## config.mk

```make
export PLATFORM = sky130hd
export DESIGN_NAME = calibration_config_store
export DESIGN_NICKNAME = d
export VERILOG_FILES = /design/src/cal_store_pkg.sv /design/src/calibration_config_store.sv
export VERILOG_INCLUDE_DIRS = /design/src
export SDC_FILE = /design/constraint.sdc
export NUM_CORES = 1
export LEC_CHECK = 0
export BUFFER_PORTS_ARGS = -buffer_cell sky130_fd_sc_hd__buf_2
export CORE_UTILIZATION = 62
export CTS_CLUSTER_SIZE = 10
export DETAILED_ROUTE_END_ITERATION = 7
export GPL_TIMING_DRIVEN = 0
export PLACE_DENSITY = 0.83
export SLEW_MARGIN = 20
export SYNTH_ARGS = -nofsm -noshare
export SYNTH_HDL_FRONTEND = slang
export SYNTH_SLANG_ARGS = --single-unit
```

## constraint.sdc

```tcl
create_clock -name pclk -period 4.1 [get_ports pclk]
set_input_delay 0.205 -clock pclk [delete_from_list [all_inputs] [get_ports pclk]]
set_output_delay 0.205 -clock pclk [all_outputs]
set_load 0.02 [all_outputs]
```

## src/cal_store_consts.svh

```systemverilog
// constants for the calibration and configuration store
`ifndef CAL_STORE_CONSTS_SVH
`define CAL_STORE_CONSTS_SVH

// register byte offsets
`define OFS_CONFIG_WORD 12'h000
`define OFS_STORE_CTRL 12'h004
`define OFS_STORE_STATUS 12'h008
`define OFS_BIT_ADDR 12'h00C
`define OFS_BIT_DATA 12'h010
`define OFS_GAIN 12'h014
`define OFS_DAC_BASE 12'h020
`define OFS_STORE_BASE 12'h040

// store layout
`define STORE_WORDS 8
`define WORD_BITS 16
`define PAYLOAD_BITS 12
`define WORD_CONFIG 3'h0
`define WORD_DAC0 3'h1

// configuration fields
`define CFG_TC_SIGN 0
`define CFG_FINE_SIGN 1
`define CFG_GAIN_LSB 2
`define CFG_TEMP_SEL 5
`define CFG_RES_DIS 7
`define CFG_MAG_LSB 8
`define CFG_COARSE_SIGN 11

// gain law
`define GAIN_BASE 8'h29
`define GAIN_STEP 8'h1B

// store control bits
`define CTRL_ERASE 0
`define CTRL_WRITE 1
`define STATUS_REJECT 0

// refresh rate: 400 per second at 20 MHz
`define REFRESH_HZ 400
`define CLK_HZ 20000000
`define REFRESH_CYCLES (`CLK_HZ / `REFRESH_HZ)

`endif

```

## src/cal_store_pkg.sv

```systemverilog
// types for the calibration and configuration store
package cal_store_pkg;

typedef struct packed {
    logic [11:0] paddr;
    logic psel;
    logic penable;
    logic pwrite;
    logic [31:0] pwdata;
} apb_req_s;

typedef struct packed {
    logic [2:0] gain_code;
    logic [7:0] gain_value;
    logic coarse_offset_sign;
    logic [2:0] coarse_offset_mag;
    logic fine_offset_sign;
    logic offset_tempco_sign;
    logic ext_temp_select;
    logic internal_resistor_disable;
} cfg_decode_s;

typedef enum logic [1:0] {
    OP_IDLE,
    OP_ERASE,
    OP_WRITE
} store_op_e;

endpackage : cal_store_pkg

```

## src/calibration_config_store.sv

```systemverilog
// calibration store, working registers and configuration decode
//
// Added by the designer: register access over APB.
`timescale 1ns/100ps
`include "cal_store_consts.svh"

module calibration_config_store #(
    parameter int REFRESH_CYCLES = `REFRESH_CYCLES
) (
    // apb clock and reset
    input wire logic pclk,
    input wire logic presetn,
    // apb slave
    input wire cal_store_pkg::apb_req_s apb_req,
    output logic [31:0] prdata,
    output logic pready,
    output logic pslverr,
    // device pins
    input wire logic chip_select,
    input wire logic write_enable,
    input wire logic update_flag,
    output logic out_enable,
    // decoded controls
    output cal_store_pkg::cfg_decode_s cfg_decode,
    output logic [11:0] dac_offset,
    output logic [11:0] dac_offset_tc,
    output logic [11:0] dac_full_span,
    output logic [11:0] dac_full_span_tc
);
    import cal_store_pkg::*;

    ////////////////////////////////////////////////////////////////////
    // storage
    // eight 16-bit words
    logic [`WORD_BITS-1:0] store_reg [`STORE_WORDS];
    logic [`WORD_BITS-1:0] store_next [`STORE_WORDS];

    logic [11:0] cfg_reg;
    logic [11:0] cfg_next;
    logic [11:0] dac_reg [4];
    logic [11:0] dac_next [4];

    logic [6:0] bit_addr_reg;
    logic [6:0] bit_addr_next;
    logic reject_reg;
    logic reject_next;
    logic cs_d_reg;
    logic cs_d_next;

    logic [31:0] refresh_cnt_reg;
    logic [31:0] refresh_cnt_next;
    logic [31:0] prdata_reg;
    logic [31:0] prdata_next;
    store_op_e op;

    ////////////////////////////////////////////////////////////////////
    // functions
    function automatic logic [7:0] gain_of(
        input logic [2:0] code);
        gain_of = `GAIN_BASE + 8'(code) * `GAIN_STEP;
    endfunction : gain_of

    // word-aligned window of count registers from base
    function automatic logic in_window(
        input logic [11:0] addr,
        input logic [11:0] base,
        input int count);
        logic [11:0] top;
        top = base + 12'(4 * count);
        in_window = addr >= base && addr < top && addr[1:0] == 2'h0;
    endfunction : in_window

    ////////////////////////////////////////////////////////////////////
    // bus decode
    wire access = apb_req.psel && apb_req.penable;
    wire wr = access && apb_req.pwrite;
    wire rd_setup = apb_req.psel && !apb_req.penable && !apb_req.pwrite;
    wire [11:0] a = apb_req.paddr;

    wire hit_cfg = a == `OFS_CONFIG_WORD;
    wire hit_ctrl = a == `OFS_STORE_CTRL;
    wire hit_stat = a == `OFS_STORE_STATUS;
    wire hit_addr = a == `OFS_BIT_ADDR;
    wire hit_data = a == `OFS_BIT_DATA;
    wire hit_gain = a == `OFS_GAIN;
    wire hit_dac = in_window(a, `OFS_DAC_BASE, 4);
    wire hit_store = in_window(a, `OFS_STORE_BASE, `STORE_WORDS);
    wire mapped = hit_cfg | hit_ctrl
        | hit_stat | hit_addr
        | hit_data | hit_gain
        | hit_dac | hit_store;

    wire [2:0] word_sel = bit_addr_reg[6:4];
    wire [3:0] bit_sel = bit_addr_reg[3:0];
    wire [1:0] dac_sel = a[3:2];
    wire [2:0] store_sel = a[4:2];

    ////////////////////////////////////////////////////////////////////
    // programming commands
    // programming only while write enable is high
    wire prog_req = wr && hit_ctrl;
    wire prog_ok = write_enable;
    assign op = !prog_req ? OP_IDLE :
        apb_req.pwdata[`CTRL_ERASE] ? OP_ERASE :
        apb_req.pwdata[`CTRL_WRITE] ? OP_WRITE :
        OP_IDLE;

    wire reject_set = op != OP_IDLE && !prog_ok;
    wire reject_clr = wr && hit_stat && apb_req.pwdata[`STATUS_REJECT];
    wire addr_load = wr && hit_addr;

    ////////////////////////////////////////////////////////////////////
    // reload sources
    // reload on rising chip select unless update flag set
    wire cs_rise = chip_select && !cs_d_reg && !update_flag;
    wire count_done = refresh_cnt_reg >= 32'(REFRESH_CYCLES - 1);
    wire tick = write_enable && count_done;
    wire reload = cs_rise || tick;

    ////////////////////////////////////////////////////////////////////
    // store array next value
    always_comb begin
        for (int i = 0; i < `STORE_WORDS; i++) begin
            store_next[i] = store_reg[i];
        end
        case (op)
            OP_ERASE: begin
                if (prog_ok) begin
                    for (int i = 0; i < `STORE_WORDS; i++) begin
                        store_next[i] = 16'h0000;
                    end
                end
            end
            OP_WRITE: begin
                if (prog_ok) begin
                    store_next[word_sel][bit_sel] = 1'b1;
                end
            end
            OP_IDLE: begin
            end
            default: begin
            end
        endcase
    end

    // store array
    always_ff @(posedge pclk or negedge presetn) begin
        if (!presetn) begin
            for (int i = 0; i < `STORE_WORDS; i++) begin
                store_reg[i] <= 16'h0000;
            end
        end else begin
            for (int i = 0; i < `STORE_WORDS; i++) begin
                store_reg[i] <= store_next[i];
            end
        end
    end

    ////////////////////////////////////////////////////////////////////
    // bit address
    assign bit_addr_next = addr_load ? apb_req.pwdata[6:0] : bit_addr_reg;

    always_ff @(posedge pclk or negedge presetn) begin
        if (!presetn) begin
            bit_addr_reg <= 7'h00;
        end else begin
            bit_addr_reg <= bit_addr_next;
        end
    end

    ////////////////////////////////////////////////////////////////////
    // reject flag: sticky, a new reject wins over a clear
    assign reject_next = reject_set ? 1'b1 :
        reject_clr ? 1'b0 : reject_reg;

    always_ff @(posedge pclk or negedge presetn) begin
        if (!presetn) begin
            reject_reg <= 1'b0;
        end else begin
            reject_reg <= reject_next;
        end
    end

    ////////////////////////////////////////////////////////////////////
    // chip select history, reset high so that a select held through
    // reset does not look like a rising edge
    assign cs_d_next = chip_select;

    always_ff @(posedge pclk or negedge presetn) begin
        if (!presetn) begin
            cs_d_reg <= 1'b1;
        end else begin
            cs_d_reg <= cs_d_next;
        end
    end

    ////////////////////////////////////////////////////////////////////
    // refresh timer
    // timer cleared and frozen while write enable low
    assign refresh_cnt_next = (!write_enable || tick) ? 32'h0000_0000 :
        refresh_cnt_reg + 32'h0000_0001;

    always_ff @(posedge pclk or negedge presetn) begin
        if (!presetn) begin
            refresh_cnt_reg <= 32'h0000_0000;
        end else begin
            refresh_cnt_reg <= refresh_cnt_next;
        end
    end

    ////////////////////////////////////////////////////////////////////
    // working registers
    // loaded only on reload, held otherwise
    assign cfg_next = reload ? store_reg[`WORD_CONFIG][11:0] : cfg_reg;

    always_comb begin
        for (int i = 0; i < 4; i++) begin
            dac_next[i] = reload ?
                store_reg[3'(`WORD_DAC0 + i)][11:0] : dac_reg[i];
        end
    end

    always_ff @(posedge pclk or negedge presetn) begin
        if (!presetn) begin
            cfg_reg <= 12'h000;
        end else begin
            cfg_reg <= cfg_next;
        end
    end

    always_ff @(posedge pclk or negedge presetn) begin
        if (!presetn) begin
            for (int i = 0; i < 4; i++) begin
                dac_reg[i] <= 12'h000;
            end
        end else begin
            for (int i = 0; i < 4; i++) begin
                dac_reg[i] <= dac_next[i];
            end
        end
    end

    ////////////////////////////////////////////////////////////////////
    // read data
    wire [31:0] rd_cfg = {20'h00000, cfg_reg};
    wire [31:0] rd_stat = {29'h0, write_enable, chip_select, reject_reg};
    wire [31:0] rd_addr = {25'h0, bit_addr_reg};
    wire [31:0] rd_data = {31'h0, store_reg[word_sel][bit_sel]};
    wire [31:0] rd_gain = {24'h0, cfg_decode.gain_value};
    wire [31:0] rd_dac = {20'h00000, dac_reg[dac_sel]};
    wire [31:0] rd_store = {16'h0000, store_reg[store_sel]};

    wire [31:0] rd_mux =
        hit_cfg ? rd_cfg :
        hit_stat ? rd_stat :
        hit_addr ? rd_addr :
        hit_data ? rd_data :
        hit_gain ? rd_gain :
        hit_dac ? rd_dac :
        hit_store ? rd_store : 32'h0000_0000;

    // captured in the setup phase, held until the next read
    assign prdata_next = rd_setup ? rd_mux : prdata_reg;

    always_ff @(posedge pclk or negedge presetn) begin
        if (!presetn) begin
            prdata_reg <= 32'h0000_0000;
        end else begin
            prdata_reg <= prdata_next;
        end
    end

    assign prdata = prdata_reg;
    // zero wait states: every access phase completes at once
    assign pready = 1'b1;
    assign pslverr = access && !mapped;

    ////////////////////////////////////////////////////////////////////
    // configuration decode
    // fields from working configuration word
    wire [2:0] gain_code = cfg_reg[`CFG_GAIN_LSB +: 3];
    wire [7:0] gain_value = gain_of(gain_code);
    wire coarse_sign = cfg_reg[`CFG_COARSE_SIGN];
    wire [2:0] coarse_mag = cfg_reg[`CFG_MAG_LSB +: 3];
    wire fine_sign = cfg_reg[`CFG_FINE_SIGN];
    wire tempco_sign = cfg_reg[`CFG_TC_SIGN];
    wire temp_select = cfg_reg[`CFG_TEMP_SEL];
    wire resistor_disable = cfg_reg[`CFG_RES_DIS];

    assign cfg_decode.gain_code = gain_code;
    assign cfg_decode.gain_value = gain_value;
    assign cfg_decode.coarse_offset_sign = coarse_sign;
    assign cfg_decode.coarse_offset_mag = coarse_mag;
    assign cfg_decode.fine_offset_sign = fine_sign;
    assign cfg_decode.offset_tempco_sign = tempco_sign;
    assign cfg_decode.ext_temp_select = temp_select;
    assign cfg_decode.internal_resistor_disable = resistor_disable;

    ////////////////////////////////////////////////////////////////////
    // DAC coefficient outputs
    // one working register per DAC
    assign dac_offset = dac_reg[0];
    assign dac_offset_tc = dac_reg[1];
    assign dac_full_span = dac_reg[2];
    assign dac_full_span_tc = dac_reg[3];
    // words 5 to 7 hold user data only
    // nothing reads them except the store and bit data read-back

    ////////////////////////////////////////////////////////////////////
    // analog output control
    // output driven only while chip select high
    assign out_enable = chip_select;

endmodule : calibration_config_store

```

# Word-level counts from Yosys, hierarchy flattened
# Index checks and enable logic that the tools add are counted.
# W data, S select, Z words.
# op_classes
add_sub_neg	2
multipliers	1
order_cmp	11
n_eq_ne	9
n_mux	31
bitwise_logic	11
n_reduce_logical	33
# ops
op	count
$mux W128	2
$pmux W128 S2	1
$mux W16	12
$or A128 B128 Y128	1
$bmux W16 S3	2
$demux W16 S3	1
$add A32 B1 Y32 const B	1
$ge A32 B16 Y1 const B	1
$mux W32	1
$bmux W12 S2	1
$eq A12 B4 Y1 const B	2
$eq A12 B5 Y1 const B	2
$mux W12	2
$logic_and A1 B1 Y1	19
$eq A12 B3 Y1 const B	1
$ge A12 B6 Y1 const B	1
$ge A12 B7 Y1 const B	1
$logic_not A12 Y1	1
$lt A12 B6 Y1 const B	1
$lt A12 B7 Y1 const B	1
$add A6 B8 Y8 const A	1
$ge A4 B4 Y1 const B	2
$mul A3 B5 Y8 const B	1
$not A3 Y4	2
other kinds (18)	38
# word_totals
regBits	261
in_bits	52

# Depth between registers and ports, before layout
# Gate-level depths: netlist (run 1).
# depth
depth_word	11
depth_mapped	12
depth_no_buf	12

# Worst setup path before layout (run 1)
# OpenSTA, ideal clock, no wires.
# synth_timing
kind	reg2reg
from	register cfg_reg[2]
to	register prdata_reg[7] (netlist: prdata[7])
setup_time_ns	0.077
arrival_ns	2.655
required_time_ns	4.023
slack_ns	1.368
stages_incl_launch_ff	12
path_buffers	0
period_less_slack_ns	2.732
path_cell_list	dfrtp_1 ha_1 inv_1 fa_1 ha_1 a21o_1 a21o_1 a21oi_1 o21bai_1 xnor2_1 nand2_1 a21oi_1
# synth_lines
element	line	rtl
start, declared	calibration_config_store.sv:38	logic [11:0] cfg_reg;
start signal, assigned	calibration_config_store.sv:227	cfg_reg <= cfg_next;
end signal, assigned	calibration_config_store.sv:269	prdata_reg <= prdata_next;
end, declared	calibration_config_store.sv:52	logic [31:0] prdata_reg;

==> results_dict.tcl, run 1 <==
set metrics [dict create \
    crit_fanout 10 \
    critPathLaunch "cfg_reg[2]" \
    regArea_um2 6132 \
    timing.slew.headroom_pct 31.16 \
    hold_start "apb_req[34]" \
    crit_chain "ha_1 > inv_1 > fa_1 > ha_1 > a21o_1 > a21o_1 > a21oi_1 > o21bai_1 > xnor2_1 > buf_2" \
    h-tree-depth 1 \
    area_growth_pct 14.96 \
    cp-start-kind "flip-flop" \
    skew_ns 0.008682 \
    diodes 0 \
    rsz0062_at_grt "no" \
    synth_warnings 0 \
    arrival_ns 3.40 \
    row_count 52 \
    cp.depth 10 \
    die_h_um 146.8 \
    pwr-share-seq_pct 49.4 \
    hold_class "input port to flip-flop" \
    cts_buffers 28 \
    design_area_um2 14940 \
    vias 10281 \
    synth.yosys.seq_area_share_pct 47.20 \
    worstSetupPathType "flip-flop to output port" \
    routabilityCongestion 1.009 \
    critPathBufInv 2 \
    die_x_um 146.8 \
    utilization_pct 73.34 \
    cts_tree "done" \
    endpoint_kind "output port" \
    avgSynthCellArea_um2 11.70 \
    synth_common_cells "dfrtp_1, nor2_1, a21oi_1" \
    fmax_ghz 0.2777 \
    grt_pass1_vias 10362 \
    dp.cells 1522 \
    r2r-start "cfg_reg[2]" \
    clock_latency_ns 0.54 \
    grt_pass1_wl_um 59970 \
    synth_top_area_share_pct 47.00 \
    grt_start_max_net_pins 104 \
    largest_reg_flops 128 \
    netlist_area_um2 12990 \
    p_sw_share_pct 22.71 \
    power_switching_uw 1123 \
    clock-sinks 245 \
    hold_slack_ns 0.06230 \
    synth_cell_types 69 \
    drv_slew 0 \
    synthFlopType "dfrtp_1" \
    layout.nets 1362 \
    vias_per_cell 6.532 \
    reg2reg_slack_ns 1.18 \
    firstDrtPassIters 6 \
    synthCells 1110 \
    rr_worst_depth 11 \
    synth-edff-count 0 \
    synth_top_cell_by_area "dfrtp_1" \
    synth_seq_cells 245 \
    globalRouteTotalUtil_pct 37.09 \
    wl_per_cell_um 24.46 \
    drt-initial-drc-count 1366 \
    cap_violations 0 \
    pwr-share-clk_pct 45.2 \
    dp_hpwl_um 27580 \
    ios 154 \
    portBuffers 109 \
    p_leak_uw 0.007276 \
    cts_resized 0 \
    synth-async-reset-ratio_pct 100.0 \
    nFillCells 1309 \
    hold_viol_final 0 \
    intPower_uw 3822 \
    ant_nets 0 \
    placed_cell_area_um2 14060 \
    core_um2 20360 \
    ir_drop_v 0.0002876 \
    yosysMostFrequentCell "dfrtp_1" \
    dieArea_um2 21540 \
    final_cell_count_no_fill 1574 \
    combPwrFrac_pct 5.5 \
    drive_gt1_share_pct 29.75 \
    overflow 0 \
    worst_slew_pin_slew_ns 1.033 \
    cp_top_family "adder cells" \
    path_clk_slew_ns 0.05 \
    outcome "complete, no violations" \
    clk_path_buf_depth 3 \
    rr_endpoint "prdata[7]" \
    crit_path_end "cfg_decode[15]" \
    period_minus_slack_ns 3.601 \
    powerDensity_nw_per_um2 331.1 \
    drt-total-wl_um 38500 \
    cp.required_ns 3.89 \
    drc 0 \
    slowest_stage "dfrtp_1" \
    antenna_found_initial 0 \
    slowest_delay_ns 0.63 \
    multiInputGateArea_um2 6302 \
    cts_root_buf "clkbuf_16" \
    finalSetupViolCount 0 \
    period_share_pct 87.82 \
    synthTopCellsByArea "dfrtp_1, mux4_2, mux2_4, a21oi_1, nor2_1" \
    start_util_pct 63.80 \
]
## per-layer routing
layer,up-vias,track usage [%],routed length (µm)
li1,4312,-,-
met1,5034,49.46,14020
met2,782,57.27,17580
met3,153,9.379,5003
met4,0,17.97,1902
met5,-,0,0
## power by group through the flow
stage	combinational [µW]	clock (µW)	sequential [µW]
global route	291	2340	2440
floorplan	136	0	2490
detailed placement	261	0	2480
finish	271	2230	2440
CTS	269	2230	2440
global placement	251	0	2480
## worst reg2reg max path, stage by stage, from the launching register on
cell and delay [ns]:
dfrtp_1 0.63, ha_1 0.29, inv_1 0.07, fa_1 0.49, ha_1 0.22, a21o_1 0.17, a21o_1 0.19, a21oi_1 0.17
o21bai_1 0.10, xnor2_1 0.30, nand2_1 0.09, a21oi_1 0.13
## cell families (layout without fill, tap and decap cells)
kind of cell / count (synthesis) / after routing / synth area share (%)
muxes: 173 / 173 / 22.02
other: 2 / 33 / 0.05780
adders and majority gates: 19 / 19 / 2.003
buffers and inverters: 116 / 279 / 5.191
AOI/OAI and AO/OA: 223 / 223 / 9.948
DFF: 245 / 245 / 47.20
xor gates and xnor gates: 18 / 18 / 1.213
and+or+nand+nor: 314 / 314 / 12.37
## how the worst min path moves through the flow
stage	end	cells after the start
finish	prdata[0]	4
global route	refresh_cnt_reg[1]	2
global placement	cs_d_reg	1
floorplan	bit_addr_reg[0]	0
CTS	prdata[0]	4
detailed placement	refresh_cnt_reg[4]	1
## layout by cell type (no fill, tap or decap), types with 6 or more instances in the layout
cell,netlist,layout
and3_1,8,8
buf_1,6,6
dfrtp_1,244,244
nand2_1,43,43
buf_6,9,9
buf_2,29,137
clkbuf_16,0,29
a21oi_1,141,141
ha_1,16,16
a22oi_1,8,8
mux2_4,60,60
conb_1,2,33
mux2_2,16,16
nor2b_1,8,8
xnor2_1,7,7
dlygate4sd3_1,0,9
inv_1,13,13
buf_4,33,33
a31oi_1,7,7
a221oi_1,9,9
mux2i_1,33,33
xor2_1,11,11
nor4_1,6,6
clkbuf_1,25,38
and2_1,7,7
o21ai_0,22,22
mux4_2,61,61
nand3_1,14,14
nor2_4,10,10
nor2_1,174,174
## through the flow
step	setup TNS [ns]	setup WS [ns]	total power (µW)
floorplan	0	1.368	2626
detailed placement	0	1.073	2744
finish	0	0.4995	4945
CTS	0	0.5214	4935
global placement	-320.28	-1.336	2735
global route	0	0.4004	5069
## repair_timing
item,CTS,global route
endpoints found under the hold margin,54,0
hold buffers,9,0
buffers inserted,0,0
## final cells by class
class,count,share of cell area (%)
multi-input cells,780,42.20
flip-flops and latches,245,41.06
clock buffers,43,5.278
repair buffers,120,4.691
plain buffers,103,4.189
well taps,270,2.262
inverters,13,0.3267
No activity file was read; power rests on OpenSTA's default activity.
==> inputs of run 2 (changes only) <==
- MAX_ROUTING_LAYER: not set -> met4
==> run 2 against run 1 <==
  * Clock-buffer cell count rose by 2
  * Die area unchanged
  * Highest routed layer unchanged
  * Clock power increased by 8%
  * Register-to-register slack worse by 0.03 ns
  * Via count increased by 0.47%
  * Critical endpoint unchanged
  * Cell count increased by 0.32%
  * Critical path depth stayed put
  * Clock skew is 0.019 ns higher
  * Largest power group unchanged
==> results_dict.tcl, run 2 (synthesis results as in run 1) <==
set metrics [dict create \
    vias_per_cell 6.541 \
    drv_slew 0 \
    cp-start-kind "flip-flop" \
    h-tree-depth 1 \
    hold_start "apb_req[34]" \
    timing.slew.headroom_pct 27.64 \
    cts_buffers 29 \
    largest_reg_flops 128 \
    antenna_found_initial 0 \
    period_share_pct 88.12 \
    placed_cell_area_um2 14060 \
    finalSetupViolCount 0 \
    clock_latency_ns 0.56 \
    firstDrtPassIters 8 \
    portBuffers 109 \
    rr_endpoint "prdata[0]" \
    p_leak_uw 0.007311 \
    layout.nets 1363 \
    skew_ns 0.02736 \
    clock-sinks 245 \
    start_util_pct 63.80 \
    diodes 0 \
    final_common_cell "dfrtp_1" \
    crit_fanout 10 \
    cts_tree "done" \
    r2r-start "bit_addr_reg[6]" \
    reg2reg_slack_ns 1.15 \
    core_um2 20360 \
    outcome "complete, no violations" \
    rsz0062_at_grt "no" \
    hold_class "input port to flip-flop" \
    dp_hpwl_um 28500 \
    postCtsSetupRepairBufs 0 \
    layout_common_cells "dfrtp_1, nor2_1, a21oi_1" \
    wl_per_cell_um 25.02 \
    ant_nets 0 \
    path_clk_slew_ns 0.06 \
    globalRouteTotalUtil_pct 39.06 \
    final_cell_count_no_fill 1579 \
    dieArea_um2 21540 \
    ir_drop_v 0.0002964 \
    drt-initial-drc-count 1374 \
    area_growth_pct 15.54 \
    vias 10329 \
    grt_pass1_vias 10488 \
    min_to "prdata[0]" \
    endpoint_kind "output port" \
    routabilityCongestion 1.010 \
    worst_slew_pin_slew_ns 1.085 \
    rr_worst_depth 8 \
    design_area_um2 15010 \
    fmax_ghz 0.2768 \
    drt-total-wl_um 39510 \
    row_count 52 \
    drive_gt1_share_pct 29.87 \
    period_minus_slack_ns 3.613 \
    overflow 0 \
    grt_pass1_wl_um 61190 \
    clk_path_buf_depth 3 \
    worstSetupPathType "flip-flop to output port" \
    arrival_ns 3.41 \
    cap_violations 0 \
    ios 154 \
    cp.required_ns 3.89 \
    powerDensity_nw_per_um2 341.5 \
    whs_path_depth 4 \
    drc 0 \
    nFillCells 1367 \
    die_x_um 146.8 \
    cts_root_buf "clkbuf_16" \
    hold_slack_ns 0.05623 \
    grt_start_max_net_pins 103 \
    hold_viol_final 0 \
    dp.cells 1522 \
    die_h_um 146.8 \
]
## run 2: worst max-delay path by stage
stage                    start             end  slack [ns]  depth (start not counted)
global placement       presetn      prdata[11]       -1.34                          1
CTS                 cfg_reg[2]  cfg_decode[15]        0.49                         10
finish              cfg_reg[2]  cfg_decode[15]        0.49                         10
global route        cfg_reg[2]  cfg_decode[15]        0.39                         10
floorplan           cfg_reg[2]       prdata[7]        1.37                         11
detailed placement  cfg_reg[2]  cfg_decode[15]        1.08                         10
## run 2: per-layer routing
metal	global-route usage, %	vias to the layer above	wire [µm]
li1	-	4311	-
met4	18.75	0	2216
met3	9.099	187	5174
met1	51.34	5018	14450
met2	57.77	813	17670
met5	-	-	0
## run 2: what timing repair did
item	in CTS	in global routing
endpoints found under the hold margin	65	0
hold buffers	9	0
gates resized for setup	0	0
endpoints found under the setup margin	0	0
## run 2: layout make-up
class | count | area, µm² | share of cell area [%]
buffer | 103 | 625.6 | 4.167
clock buffer | 45 | 795.8 | 5.301
clock inverter | 3 | 68.82 | 0.4584
inverter | 13 | 48.80 | 0.3251
multi-input combinational | 780 | 6302 | 41.98
sequential | 245 | 6132 | 40.85
tap | 270 | 337.8 | 2.250
timing repair buffer | 120 | 700.7 | 4.667
## run 2: worst max-delay path: stages, from the launching register on
cell      delay (ns)
dfrtp_1         0.61
ha_1            0.28
inv_1           0.07
fa_1            0.49
ha_1            0.22
a21o_1          0.17
a21o_1          0.19
a21oi_1         0.18
o21bai_1        0.10
xnor2_1         0.30
buf_2           0.23
## run 2: stage by stage
stage / TNS [ns] / total power, µW / worst slack, ns / util, %
finish: 0 / 5127 / 0.4869 / 73.72
global route: 0 / 5239 / 0.3906 / 73.72
global placement: -321.50 / 2734 / -1.337 / 68.71
detailed placement: 0 / 2745 / 1.078 / 69.03
CTS: 0 / 5121 / 0.4910 / 73.72
floorplan: 0 / 2626 / 1.368 / -
## run 2: report_power, final
group          total, µW  internal [µW]  switching, µW
registers           2440           2430           5.91
logic                271           91.1            180
clock network       2410           1440            975
total               5130           3970           1160
